--- src/amd_regs.svh ---
/*
 * Register offsets, field positions, reset values and cycle counts of the
 * 16-bit ALU, multiplier, divider and shifter block.
 * Assumes a 12-bit APB byte address and 32-bit data words.
 */
`ifndef AMD_REGS_SVH
`define AMD_REGS_SVH

`define AMD_CMD_OFS 12'h000
`define AMD_CTRL_OFS 12'h004
`define AMD_STAT_OFS 12'h008
`define AMD_MOP_OFS 12'h00C
`define AMD_MRES_OFS 12'h010
// Working registers at 0x040 + 4*n, picked out by paddr[11:6]
`define AMD_WREG_PAGE 6'h01

`define AMD_CMD_RST 32'h0000_0000
`define AMD_W_RST 16'h0000
`define AMD_MEM_RST 16'h0000

`define AMD_CTRL_HOLD 0
`define AMD_ST_C 0
`define AMD_ST_Z 1
`define AMD_ST_OV 2
`define AMD_ST_N 3
`define AMD_ST_DC 8
`define AMD_ST_BUSY 16

`define AMD_CLK_NS 20
`define AMD_DIV_CYCLES 19
`define AMD_MUL_CYCLES 1

`endif

--- src/amd_pkg.sv ---
/*
 * Types shared by the ALU block: operation codes, shift kinds, divider
 * states, the command word and the status flags.
 * Assumes nothing of its surroundings.
 */
package amd_pkg;

   typedef enum logic [4:0] {
      op_add, op_addc, op_sub, op_subb, op_and, op_ior, op_xor,
      arith_right_shift_op, logical_right_shift_op, left_shift_op,
      op_mul_ss, op_mul_uu, op_mul_us, op_mul_sl, op_mul_ul,
      op_div_sd, op_div_ud, op_div_sw, op_div_uw
   } amd_op_e;

   typedef enum logic [1:0] {sh_asr, sh_lsr, sh_sl} amd_shift_e;

   typedef enum logic [1:0] {dv_idle, dv_load, dv_iter, dv_fix} amd_div_state_e;

   typedef struct packed {
      logic [6:0] rsvd;
      logic [4:0] lit;
      logic [3:0] rd;
      logic [3:0] rb;
      logic [3:0] ra;
      logic dst_mem;
      logic srcb_mem;
      logic byte_mode;
      amd_op_e op;
   } amd_cmd_s;

   typedef struct packed {
      logic dc;
      logic n;
      logic ov;
      logic z;
      logic c;
   } amd_flags_s;

endpackage : amd_pkg

--- src/amd_alu_top.sv ---
/*
 * 16-bit ALU, 17x17 multiplier, iterative divider and barrel shifter with a
 * 16-entry working register array, a status word, and a memory operand and
 * result word, all reached over an APB slave.
 * Assumes an APB master on pclk; one wait state on every transfer.
 */
// Our own choices: the placing of the registers and the APB interface to the registers.
`include "amd_regs.svh"

// Summary of operation
// RULE1: Sixteen-bit datapath: add, subtract, shifts, logic; arithmetic is two's complement.
// RULE2: Operations update carry, zero, negative, overflow and half-carry in the status word.
// RULE3: On subtraction carry means no borrow, half-carry means no digit borrow.
// RULE4: Each operation runs byte or word wide as the command selects; divides ignore the byte bit and run word wide.
// RULE5: Operands from working registers or memory word; results to either.
// RULE6: Multiplier operands are seventeen bits, sign- or zero-extended from sixteen.
// RULE7: Multiply modes: SxS, UxU, UxS, S or U times 5-bit literal, byte UxU.
// RULE8: Divide 32 or 16 bit dividend by 16 bit divisor, signed or unsigned.
// RULE9: Divide result: quotient into register zero, remainder into register one.
// RULE10: Divisor from any register; 32-bit dividend from even pair, odd holds top.
// RULE11: Divider iterates one cycle per divisor bit for both dividend sizes.
// RULE12: Barrel shifter shifts right arithmetic or left by up to fifteen in one cycle.
// RULE13: Multi-bit shifts read and write working registers only, never memory.
// RULE14: Shifts: arithmetic right, logical right and left, by one or more places.
// RULE15: Divide completes in nineteen cycles; can pause at any cycle and resume.
// RULE16: Every multiply completes in one cycle.
// RULE17: Half-carry is carry out of bit 3 in byte mode, bit 7 in word mode.
// RULE18: Extended add and subtract clear zero on non-zero but never set it.
// RULE19: Byte operations take flags from the 8-bit result and carry out of bit 7.
// RULE20: Overflow set when the signed result leaves the selected width's range.
module amd_alu_top (
   input wire logic pclk,
   input wire logic presetn,
   input wire logic psel,
   input wire logic penable,
   input wire logic pwrite,
   input wire logic [11:0] paddr,
   input wire logic [31:0] pwdata,
   input wire logic [3:0] pstrb,
   output logic [31:0] prdata,
   output logic pready,
   output logic pslverr
);
   import amd_pkg::*;

   function automatic logic hit(input logic [11:0] addr, input logic [11:0] ofs);
      hit = addr == ofs;
   endfunction : hit

   function automatic logic [31:0] merge_bytes(input logic [31:0] old, input logic [31:0] wd,
                                               input logic [3:0] strb);
      logic [31:0] m;
      m = old;
      for (int i = 0; i < 4; i++) begin
         if (strb[i]) m[8*i +: 8] = wd[8*i +: 8];
      end
      merge_bytes = m;
   endfunction : merge_bytes

   logic [15:0] wreg [16];
   amd_cmd_s cmd;
   amd_flags_s flags;
   logic exec, hold;
   logic [15:0] mem_operand, mem_result;

   // APB decode
   wire access = psel && penable;
   wire rd_phase = access && !pready;
   wire wr_commit = access && pready && pwrite && !pslverr;
   wire is_w = paddr[11:6] == `AMD_WREG_PAGE && paddr[1:0] == 2'h0;
   wire [3:0] w_idx = paddr[5:2];
   wire hit_cmd = hit(paddr, `AMD_CMD_OFS);
   wire hit_ctrl = hit(paddr, `AMD_CTRL_OFS);
   wire hit_stat = hit(paddr, `AMD_STAT_OFS);
   wire hit_mop = hit(paddr, `AMD_MOP_OFS);
   wire hit_mres = hit(paddr, `AMD_MRES_OFS);
   wire mapped = is_w || hit_cmd || hit_ctrl || hit_stat || hit_mop || hit_mres;

   wire div_busy, div_done;
   wire [15:0] div_q, div_r;
   wire busy = exec || div_busy;

   wire [31:0] status_word = (32'(flags.c) << `AMD_ST_C) | (32'(flags.z) << `AMD_ST_Z) |
                             (32'(flags.ov) << `AMD_ST_OV) | (32'(flags.n) << `AMD_ST_N) |
                             (32'(flags.dc) << `AMD_ST_DC) | (32'(busy) << `AMD_ST_BUSY);
   wire [31:0] rd_mux = is_w ? {16'h0000, wreg[w_idx]} :
                        hit_cmd ? 32'(cmd) :
                        hit_ctrl ? (32'(hold) << `AMD_CTRL_HOLD) :
                        hit_stat ? status_word :
                        hit_mop ? {16'h0000, mem_operand} :
                        hit_mres ? {16'h0000, mem_result} : 32'h0000_0000;
   wire [31:0] wr_val = merge_bytes(rd_mux, pwdata, pstrb);
   // A new command while one is running is refused, not queued
   wire refuse = !mapped || (pwrite && hit_cmd && busy);
   wire cmd_we = wr_commit && hit_cmd;

   // Operation classes
   amd_op_e op;
   assign op = cmd.op;
   wire byte_op = cmd.byte_mode;
   wire is_sub = op inside {op_sub, op_subb};
   wire is_arith = op inside {op_add, op_addc, op_sub, op_subb};
   wire is_logic = op inside {op_and, op_ior, op_xor};
   wire is_shift = op inside {arith_right_shift_op, logical_right_shift_op, left_shift_op};
   wire is_mul = op inside {op_mul_ss, op_mul_uu, op_mul_us, op_mul_sl, op_mul_ul};
   wire is_div = op inside {op_div_sd, op_div_ud, op_div_sw, op_div_uw};
   wire flag_op = is_arith || is_logic || is_shift;

   // Operands; shifts never take the memory word
   wire [15:0] opa = wreg[cmd.ra];
   wire [15:0] opb_w = wreg[cmd.rb];
   wire [15:0] opb = (cmd.srcb_mem && !is_shift) ? mem_operand : opb_w; // [RULE5] [RULE13]

   // Adder, subtract as a + ~b + cin
   wire cin = (op == op_addc || op == op_subb) ? flags.c : is_sub;
   wire [15:0] bb = is_sub ? ~opb : opb; // [RULE1]
   wire [16:0] sum17 = {1'b0, opa} + {1'b0, bb} + 17'(cin); // [RULE1]
   wire [8:0] byte9 = {1'b0, opa[7:0]} + {1'b0, bb[7:0]} + 9'(cin);
   wire [4:0] nib5 = {1'b0, opa[3:0]} + {1'b0, bb[3:0]} + 5'(cin);

   // Shifter, amount from the low bits of the second register
   wire [15:0] sh_res;
   wire sh_c;
   amd_shift_e sh_kind;
   assign sh_kind = (op == arith_right_shift_op) ? sh_asr : (op == logical_right_shift_op) ? sh_lsr : sh_sl;
   amd_shifter #(.W(16)) u_shift (
      .operand(opa),
      .amount(opb_w[3:0]),
      .kind(sh_kind),
      .byte_mode(byte_op),
      .result(sh_res),
      .carry_out(sh_c)
   ); // [RULE12] [RULE14]

   wire [15:0] alu_res = is_arith ? sum17[15:0] : is_shift ? sh_res :
                         (op == op_and) ? (opa & opb) : (op == op_ior) ? (opa | opb) : (opa ^ opb);

   // Flags, byte mode looks at bit 7 and the low byte only
   wire r_msb = byte_op ? alu_res[7] : alu_res[15]; // [RULE19]
   wire a_msb = byte_op ? opa[7] : opa[15];
   wire b_msb = byte_op ? bb[7] : bb[15];
   wire r_zero = byte_op ? alu_res[7:0] == 8'h00 : alu_res == 16'h0000; // [RULE19]
   wire ovf = (a_msb == b_msb) && (r_msb != a_msb); // [RULE20]
   wire sticky_z = op inside {op_addc, op_subb};
   amd_flags_s next_flags;
   assign next_flags = '{
      dc: is_arith ? (byte_op ? nib5[4] : byte9[8]) : flags.dc, // [RULE17] [RULE3]
      n: r_msb, // [RULE2]
      ov: is_arith ? ovf : flags.ov, // [RULE20]
      z: sticky_z ? (flags.z && r_zero) : r_zero, // [RULE18]
      c: is_arith ? (byte_op ? byte9[8] : sum17[16]) : is_shift ? sh_c : flags.c // [RULE3] [RULE19]
   };

   // 17x17 signed array; unsigned inputs are zero-extended
   wire a_s = op inside {op_mul_ss, op_mul_sl};
   wire b_s = op inside {op_mul_ss, op_mul_us};
   wire b_lit = op inside {op_mul_sl, op_mul_ul};
   wire [16:0] ma = byte_op ? {9'h000, opa[7:0]} : {a_s & opa[15], opa}; // [RULE6] [RULE7]
   wire [16:0] mb = b_lit ? {12'h000, cmd.lit} : byte_op ? {9'h000, opb[7:0]} : {b_s & opb[15], opb}; // [RULE7]
   wire signed [33:0] prod_full = $signed(ma) * $signed(mb); // [RULE6]
   wire [31:0] prod = prod_full[31:0];

   // Register write-back from an executing command
   wire [3:0] lo_idx = {cmd.rd[3:1], 1'b0};
   wire [3:0] hi_idx = {cmd.rd[3:1], 1'b1};
   wire [3:0] exec_widx = is_mul ? lo_idx : cmd.rd;
   wire [15:0] exec_old = wreg[exec_widx];
   wire [15:0] exec_wdata = is_mul ? prod[15:0] : byte_op ? {exec_old[15:8], alu_res[7:0]} : alu_res; // [RULE4]
   wire to_mem = cmd.dst_mem && (is_arith || is_logic);
   wire exec_w_we = exec && (is_mul || is_shift || ((is_arith || is_logic) && !cmd.dst_mem)); // [RULE5] [RULE16]
   wire mul_hi_we = exec && is_mul && !byte_op;

   // Divide, 16-bit dividend extended to the 32-bit path
   wire div_signed = op inside {op_div_sd, op_div_sw};
   wire [31:0] dividend = (op inside {op_div_sd, op_div_ud}) ? {wreg[{cmd.ra[3:1], 1'b1}], wreg[{cmd.ra[3:1], 1'b0}]} :
                          {div_signed ? {16{opa[15]}} : 16'h0000, opa}; // [RULE10]
   amd_divider #(.W(16)) u_div (
      .clk(pclk),
      .rstn(presetn),
      .start(exec && is_div),
      .hold(hold),
      .signed_op(div_signed),
      .dividend(dividend),
      .divisor(opb_w),
      .busy(div_busy),
      .done(div_done),
      .quotient(div_q),
      .remainder(div_r)
   ); // [RULE8] [RULE10]

   for (genvar i = 0; i < 16; i++) begin : g_wreg
      wire div_we = div_done && (i < 2);
      wire ex_lo = exec_w_we && exec_widx == 4'(i);
      wire ex_hi = mul_hi_we && hi_idx == 4'(i);
      wire sw_we = wr_commit && is_w && w_idx == 4'(i);
      always_ff @(posedge pclk or negedge presetn) begin
         if (!presetn) wreg[i] <= `AMD_W_RST;
         else if (div_we) wreg[i] <= (i == 0) ? div_q : div_r; // [RULE9]
         else if (ex_lo) wreg[i] <= exec_wdata;
         else if (ex_hi) wreg[i] <= prod[31:16]; // [RULE16]
         else if (sw_we) wreg[i] <= wr_val[15:0];
      end
   end

   always_ff @(posedge pclk or negedge presetn) begin
      if (!presetn) begin
         cmd <= amd_cmd_s'(`AMD_CMD_RST);
         exec <= 1'b0;
         hold <= 1'b0;
      end else begin
         exec <= cmd_we;
         if (cmd_we) cmd <= amd_cmd_s'(wr_val);
         if (wr_commit && hit_ctrl) hold <= wr_val[`AMD_CTRL_HOLD]; // [RULE15]
      end
   end

   always_ff @(posedge pclk or negedge presetn) begin
      if (!presetn) begin
         flags <= '0;
         mem_operand <= `AMD_MEM_RST;
         mem_result <= `AMD_MEM_RST;
      end else begin
         if (exec && flag_op) flags <= next_flags; // [RULE2]
         else if (wr_commit && hit_stat) flags <= '{dc: wr_val[`AMD_ST_DC], n: wr_val[`AMD_ST_N],
                                                   ov: wr_val[`AMD_ST_OV], z: wr_val[`AMD_ST_Z],
                                                   c: wr_val[`AMD_ST_C]};
         if (exec && to_mem) mem_result <= byte_op ? {mem_result[15:8], alu_res[7:0]} : alu_res; // [RULE5]
         if (wr_commit && hit_mop) mem_operand <= wr_val[15:0];
      end
   end

   // One wait state; read data and error fixed in the first access cycle
   always_ff @(posedge pclk or negedge presetn) begin
      if (!presetn) begin
         pready <= 1'b0;
         prdata <= 32'h0000_0000;
         pslverr <= 1'b0;
      end else begin
         pready <= rd_phase;
         if (rd_phase) begin
            prdata <= pwrite ? 32'h0000_0000 : rd_mux;
            pslverr <= refuse;
         end else begin
            pslverr <= 1'b0;
         end
      end
   end

   a_apb_wait: assert property (@(posedge pclk) disable iff (!presetn)
      rd_phase |=> pready ##1 !pready)
      else $error("pready not a single cycle after one wait");

   a_add_carry: assert property (@(posedge pclk) disable iff (!presetn)
      exec && op == op_add && !byte_op |=> flags.c == $past(sum17[16])) // [RULE2]
      else $error("add carry flag wrong");

   a_sub_borrow: assert property (@(posedge pclk) disable iff (!presetn)
      exec && op == op_sub && !byte_op && opa >= opb |=> flags.c) // [RULE3]
      else $error("subtract without borrow left carry clear");

   a_half_carry: assert property (@(posedge pclk) disable iff (!presetn)
      exec && op == op_add && !byte_op && ({1'b0, opa[7:0]} + {1'b0, opb[7:0]}) >= 9'h100 |=> flags.dc) // [RULE17]
      else $error("half carry missed on bit 7 carry");

   a_zero_sticky: assert property (@(posedge pclk) disable iff (!presetn)
      exec && sticky_z && !flags.z |=> !flags.z) // [RULE18]
      else $error("extended op set the zero flag");

   a_word_ovf: assert property (@(posedge pclk) disable iff (!presetn)
      exec && op == op_add && !byte_op && opa[15] == opb[15] && alu_res[15] != opa[15] |=> flags.ov) // [RULE20]
      else $error("signed overflow not flagged");

   a_byte_keep: assert property (@(posedge pclk) disable iff (!presetn)
      exec && byte_op && (is_arith || is_logic) && !cmd.dst_mem && !div_done
      |=> wreg[$past(exec_widx)][15:8] == $past(exec_old[15:8])) // [RULE4]
      else $error("byte op changed upper byte");

   a_mul_one_cycle: assert property (@(posedge pclk) disable iff (!presetn)
      exec && is_mul |=> wreg[$past(lo_idx)] == $past(prod[15:0]) && !busy) // [RULE16]
      else $error("multiply result not written in one cycle");

   a_div_result: assert property (@(posedge pclk) disable iff (!presetn)
      div_done |=> wreg[0] == $past(div_q) && wreg[1] == $past(div_r)) // [RULE9]
      else $error("divide result not in registers zero and one");

   a_asr_word: assert property (@(posedge pclk) disable iff (!presetn)
      exec && op == arith_right_shift_op && !byte_op
      |=> $signed(wreg[$past(cmd.rd)]) == ($signed($past(opa)) >>> $past(opb_w[3:0]))) // [RULE12]
      else $error("arithmetic right shift result wrong");

endmodule : amd_alu_top

--- src/amd_divider.sv ---
/*
 * Iterative signed/unsigned divider, 32/16 or 16/16 (dividend given
 * extended to 32 bits), restoring, one quotient bit per cycle.
 * Assumes start is a one-cycle pulse while idle; hold freezes all state once a divide has started.
 */
`include "amd_regs.svh"

module amd_divider #(
   parameter int W = 16
) (
   input wire logic clk,
   input wire logic rstn,
   input wire logic start,
   input wire logic hold,
   input wire logic signed_op,
   input wire logic [2*W-1:0] dividend,
   input wire logic [W-1:0] divisor,
   output logic busy,
   output logic done,
   output logic [W-1:0] quotient,
   output logic [W-1:0] remainder
);
   import amd_pkg::*;

   localparam int CW = $clog2(W);
   localparam logic [CW-1:0] LAST = CW'(W - 1);

   amd_div_state_e state;
   logic [CW-1:0] cnt;
   logic [2*W-1:0] dvd;
   logic [W-1:0] dsr, rem, lo;
   logic neg_q, neg_r;
   logic [4:0] run_cyc;

   wire [2*W-1:0] dvd_mag = (signed_op && dvd[2*W-1]) ? -dvd : dvd;
   wire [W-1:0] dsr_mag = (signed_op && dsr[W-1]) ? -dsr : dsr;
   wire [W:0] trial = {rem, lo[W-1]};
   wire fits = trial >= {1'b0, dsr};
   wire [W:0] diff = trial - {1'b0, dsr};

   // Hold keeps every register, so an interrupted divide resumes exactly
   always_ff @(posedge clk or negedge rstn) begin
      if (!rstn) begin
         state <= dv_idle;
         cnt <= '0;
         dvd <= '0;
         dsr <= '0;
         rem <= '0;
         lo <= '0;
         neg_q <= 1'b0;
         neg_r <= 1'b0;
      end else if (state == dv_idle) begin
         if (start) begin
            dvd <= dividend; // [RULE8]
            dsr <= divisor;
            state <= dv_load;
         end
      end else if (!hold) begin // [RULE15]
         case (state)
            dv_load: begin
               rem <= dvd_mag[2*W-1:W];
               lo <= dvd_mag[W-1:0];
               dsr <= dsr_mag;
               neg_q <= signed_op && (dvd[2*W-1] ^ dsr[W-1]);
               neg_r <= signed_op && dvd[2*W-1];
               cnt <= '0;
               state <= dv_iter;
            end
            dv_iter: begin
               rem <= fits ? diff[W-1:0] : trial[W-1:0]; // [RULE11]
               lo <= {lo[W-2:0], fits};
               cnt <= cnt + 1'b1;
               if (cnt == LAST) begin
                  state <= dv_fix;
               end
            end
            dv_fix: state <= dv_idle;
            default: state <= dv_idle;
         endcase
      end
   end

   assign busy = state != dv_idle;
   assign done = state == dv_fix && !hold;
   assign quotient = neg_q ? -lo : lo;
   assign remainder = neg_r ? -rem : rem;

   // Unheld cycles since start, start cycle counted as one
   always_ff @(posedge clk or negedge rstn) begin
      if (!rstn) run_cyc <= '0;
      else if (start && !busy) run_cyc <= 5'h01;
      else if (busy && !hold) run_cyc <= run_cyc + 5'h01;
   end

   a_div_length: assert property (@(posedge clk) disable iff (!rstn)
      done |-> run_cyc == 5'(`AMD_DIV_CYCLES - 1)) // [RULE15]
      else $error("divide did not finish in its cycle count");

   a_div_hold_freeze: assert property (@(posedge clk) disable iff (!rstn)
      (busy && hold && state != dv_idle) |=> $stable(lo) && $stable(rem) && $stable(cnt)) // [RULE15]
      else $error("divider state moved during hold");

endmodule : amd_divider

--- src/amd_shifter.sv ---
/*
 * Single-cycle barrel shifter: arithmetic right, logical right and left
 * by 0 to 15 places, word or byte wide, with the last bit shifted out.
 * Assumes operand and amount are stable for the cycle; purely combinational.
 */
module amd_shifter #(
   parameter int W = 16
) (
   input wire logic [W-1:0] operand,
   input wire logic [3:0] amount,
   input wire amd_pkg::amd_shift_e kind,
   input wire logic byte_mode,
   output logic [W-1:0] result,
   output logic carry_out
);
   import amd_pkg::*;

   // Byte mode: upper half filled so right shifts bring in the right bit
   wire fill = byte_mode && kind == sh_asr && operand[7];
   wire [W-1:0] src = byte_mode ? {{(W - 8){fill}}, operand[7:0]} : operand;
   wire signed [W:0] rwide = $signed({src, 1'b0});
   // Own signed net: inside an unsigned ternary the shift would turn logical
   wire signed [W:0] asr_w = rwide >>> amount;
   wire [W:0] rsh = (kind == sh_asr) ? asr_w : {src, 1'b0} >> amount; // [RULE14]
   wire [W:0] lsh = {1'b0, src} << amount; // [RULE12]

   assign result = (kind == sh_sl) ? lsh[W-1:0] : rsh[W:1];
   assign carry_out = (kind == sh_sl) ? (byte_mode ? lsh[8] : lsh[W]) : rsh[0];

endmodule : amd_shifter
--- config.mk ---
export PLATFORM = sky130hd
export DESIGN_NAME = amd_alu_top
export DESIGN_NICKNAME = d
export VERILOG_FILES = /design/src/amd_pkg.sv /design/src/amd_alu_top.sv /design/src/amd_divider.sv /design/src/amd_shifter.sv
export VERILOG_INCLUDE_DIRS = /design/src
export SDC_FILE = /design/constraint.sdc
export NUM_CORES = 2
export LEC_CHECK = 0
export BUFFER_PORTS_ARGS = -buffer_cell sky130_fd_sc_hd__buf_4
export CORE_MARGIN = 8
export CORE_UTILIZATION = 55
export DETAILED_ROUTE_END_ITERATION = 6
export PLACE_DENSITY_LB_ADDON = 0.12
export RECOVER_POWER = 25
export SLEW_MARGIN = 20
export SYNTH_ARGS = -nofsm -noshare
export SYNTH_HDL_FRONTEND = slang
export SYNTH_SLANG_ARGS = --single-unit
export TNS_END_PERCENT = 1
--- constraint.sdc ---
create_clock -name pclk -period 10.4 [get_ports pclk]
set_input_delay 1.04 -clock pclk [delete_from_list [all_inputs] [get_ports pclk]]
set_output_delay 1.04 -clock pclk [all_outputs]
set_load 0.02 [all_outputs]
==> out/metrics.yaml <==
synth:
  synthCells: 5074
  synth_most_common_cell: "nand2_1"
  synth_flop_cell: "dfrtp_1"
  synth_area_leaders: "dfrtp_1, mux4_2, fa_1"
  syn_area_per_cell_um2: 9.05
  post-synth-top-area-fraction: 0.245
  synth_nets: 5566
  synth_edf_count: 0
  ys_warn_count: 0
  async_reset_ff_frac: 1.00
  synth_area_um2: 45900
  ys_top_cells_by_count: "nand2_1, nor2_1, dfrtp_1, o21ai_0, inv_1"
  synth-seq-cells: 449
  ys_types: 103
  yosys.area.top_type: "dfrtp_1"
  seq_area_frac_synth: 0.245
pwr:
  p_comb_frac: 0.148
  p_leak_nw: 21.7
  p_clk_frac: 0.464
  power_frac_seq: 0.388
  p_switching_w: 0.00134
  p_sw_frac: 0.297
  p_per_area_nw_per_um2: 90.2
  p_int_w: 0.00318
  peakVddDrop_mv: 0.141
sta:
  setup_viol: 0
  relSlewSlack: -2.71
  timing.final.crit_share: 0.943
  rsz0062_at_grt: "false"
  clock_skew_ns: 0.0804
  hold_violations: 0
  fmax_ghz: 0.102
  fin_crit_ns: 9.81
  fin_tns_setup_ns: 0
  max_slew.worst_pin.slew_ns: 5.56
  slew_viol_final: 366
grt:
  grt_usage: 0.439
  grt_max_degree: 95
  grt_pass1_wl_um: 302000
  antenna_found_initial: 9
  grt_pass1_vias: 42300
  grt-ovfl-total: 0
placed_design:
  place_area_um2: 48100
  post-dp-hpwl_um: 156000
  io_buffers: 86
  gp_congestion: 1.08
setup_path:
  r2r-end: "wreg[166]$_DFFE_PN0P_"
  crit_path_frequent_cell: "fa_1"
  worst-r2r-setup-slack_ns: 0.59
  rr_worst_depth: 28
  critPathSlowestCell: "dfrtp_4"
  timing.rr.start: "cmd[12]$_DFFE_PN0P_"
  cp.required_ns: 10.95
  path_max_fanout: 26
  timing_worst_setup_path_type: "reg2reg"
  worstPathArrival_ns: 10.36
  max_stage_delay_ns: 0.63
  endpoint_kind: "register"
  setup.worst_path.start_class: "register"
min_path:
  hold_start: "mem_result[8]$_DFFE_PN0P_"
  whs_path_depth: 2
  holdPathEnd: "mem_result[8]$_DFFE_PN0P_"
  min_path_type: "reg2reg"
clock_network:
  clock_latency_ns: 0.66
  ctsRootBufferMaster: "clkbuf_16"
  cts_tree: "yes"
  post_cts_buffers: 0
  max-clock-path-buffers: 3
  cts-buffers-inserted: 55
  clock_sinks: 449
  path_clk_slew_ns: 0.06
  h-tree-depth: 2
floorplanning:
  core_um2: 83200
  start_util: 0.552
  rows: 106
  die_height_um: 305
  dieArea_um2: 93000
  die_x_um: 305
  io_pins: 87
cells_and_area:
  drive_gt1_frac: 0.159
  final_util: 0.602
  nets: 5545
  design_area_um2: 50100
  fillers: 7247
  multiInputGateArea_um2: 32000
  seqCellArea_um2: 11200
  area_delta_synth_final_pct: 9.10
outcome:
  violations: "capacitance limit, slew limit"
  status: "finished with violations"
route:
  dr.pass1.iters: 6
  final_antenna_net_count: 0
  routed-via-count: 43700
  totalWireLength_um: 208000
  routed_via_density: 7.07
  post_drt_wl_per_cell_um: 33.6
  first_iter_violations: 6303
  drc: 0
run:
  max_cap_violations: 6
registers in the layout, summed over array words and instances (netlist names), 2 cells and up:
| signal | count |
|---|---|
| u_div.state | 2 |
| prdata | 32 |
| u_div.rem | 16 |
| mem_operand | 16 |
| u_div.cnt | 4 |
| u_div.dsr | 16 |
| wreg | 256 |
| u_div.dvd | 32 |
| op | 5 |
| flags | 5 |
| cmd | 26 |
| u_div.lo | 16 |
| mem_result | 16 |
stage by stage:
step                setup slack [ns]  cells  hold WS (ns)  total power [W]
finish                         0.588   6180         0.487          0.00452
global route                  0.0568   6173         0.502          0.00459
CTS                            0.752   6172         0.439          0.00449
detailed placement             0.788   6075         0.469          0.00242
global placement               0.915   6075         0.457          0.00242
floorplan                       1.14   5074         0.446          0.00208
power groups by stage:
stage	logic, W	clock network (W)	registers, W
6_report	0.000666	0.00210	0.00175
5_1_grt	0.000685	0.00215	0.00175
4_1_cts	0.000634	0.00210	0.00175
3_5_place_dp	0.000631	0	0.00179
3_3_place_gp	0.000630	0	0.00178
2_1_floorplan	0.000298	0	0.00178
cells by family (layout without fill, tap and decap cells):
kind of cell / Yosys count / count (layout) / share of synthesized area
AO/OA/AOI/OAI: 1324 / 1324 / 0.186
XOR/XNOR: 131 / 131 / 0.0250
adder cells (fa/ha/maj): 439 / 439 / 0.166
buffers and inverters: 753 / 772 / 0.0650
flip-flops: 449 / 449 / 0.245
multiplexers: 424 / 424 / 0.169
other: 0 / 7 / 0
AND/OR/NAND/NOR: 1554 / 1554 / 0.144
final cells by class:
class / instances / share of cell area
clock inverter: 24 / 0.00712
timing repair buffer: 276 / 0.0413
inverter: 399 / 0.0299
tap: 1080 / 0.0270
sequential: 449 / 0.225
multi-input combinational: 3872 / 0.639
clock buffer: 73 / 0.0312
antenna: 7 / 0.000350
worst max-delay path, delay by kind of cell (launching register included):
| family | cells | cell delay (ns) |
|---|---|---|
| xor+xnor | 1 | 0.34 |
| fa+ha+maj | 7 | 3.15 |
| simple gates | 5 | 1.37 |
| flops | 1 | 0.63 |
| buf+inv | 6 | 1.29 |
| compound gates | 6 | 1.30 |
| mux | 3 | 1.57 |
routing by layer:
metal | up-vias | GRT usage | routed length, um
met4 | 6 | 0.311 | 19700
met3 | 937 | 0.162 | 29400
li1 | 18100 | - | -
met1 | 21300 | 0.551 | 73400
met5 | - | 0 | 38
met2 | 3377 | 0.623 | 85000
cells in the final DEF, fill, tap and decap left out, types with 19 or more instances in the layout:
cell         n
nand2_1    671
nor2_1     517
o21ai_0    447
dfrtp_1    443
inv_1      391
fa_1       285
a21oi_1    277
mux4_2     271
buf_4      269
ha_1       153
xnor2_1     82
mux2i_1     79
nor3_1      73
o221ai_1    67
nand3_1     59
mux2_2      58
clkbuf_16   55
a211oi_1    53
xor2_1      47
o22a_1      44
a22o_1      44
o22ai_1     36
or3_1       36
a21o_1      33
o31ai_1     31
nand2b_1    29
a31oi_1     29
o211ai_1    29
nor2b_1     27
a22oi_1     27
a222oi_1    24
a221oi_1    24
o21a_1      21
and3_1      19
worst max path at each step:
stage / startpoint / end / slack, ns / cells after the start
after floorplan: cmd[12]$_DFFE_PN0P_ / wreg[111]$_DFFE_PN0P_ / 1.14 / 31
final: cmd[12]$_DFFE_PN0P_ / wreg[166]$_DFFE_PN0P_ / 0.59 / 28
after detailed placement: cmd[12]$_DFFE_PN0P_ / wreg[6]$_DFFE_PN0P_ / 0.79 / 28
after global routing: cmd[12]$_DFFE_PN0P_ / wreg[232]$_DFFE_PN0P_ / 0.06 / 28
after global placement: cmd[12]$_DFFE_PN0P_ / wreg[134]$_DFFE_PN0P_ / 0.91 / 28
after CTS: cmd[12]$_DFFE_PN0P_ / wreg[138]$_DFFE_PN0P_ / 0.75 / 28
timing repair:
item,in CTS,in global routing
resized for setup,0,1
hold buffers,0,0
endpoints found under the setup margin,0,7
Power figures use the tool's default switching activity.
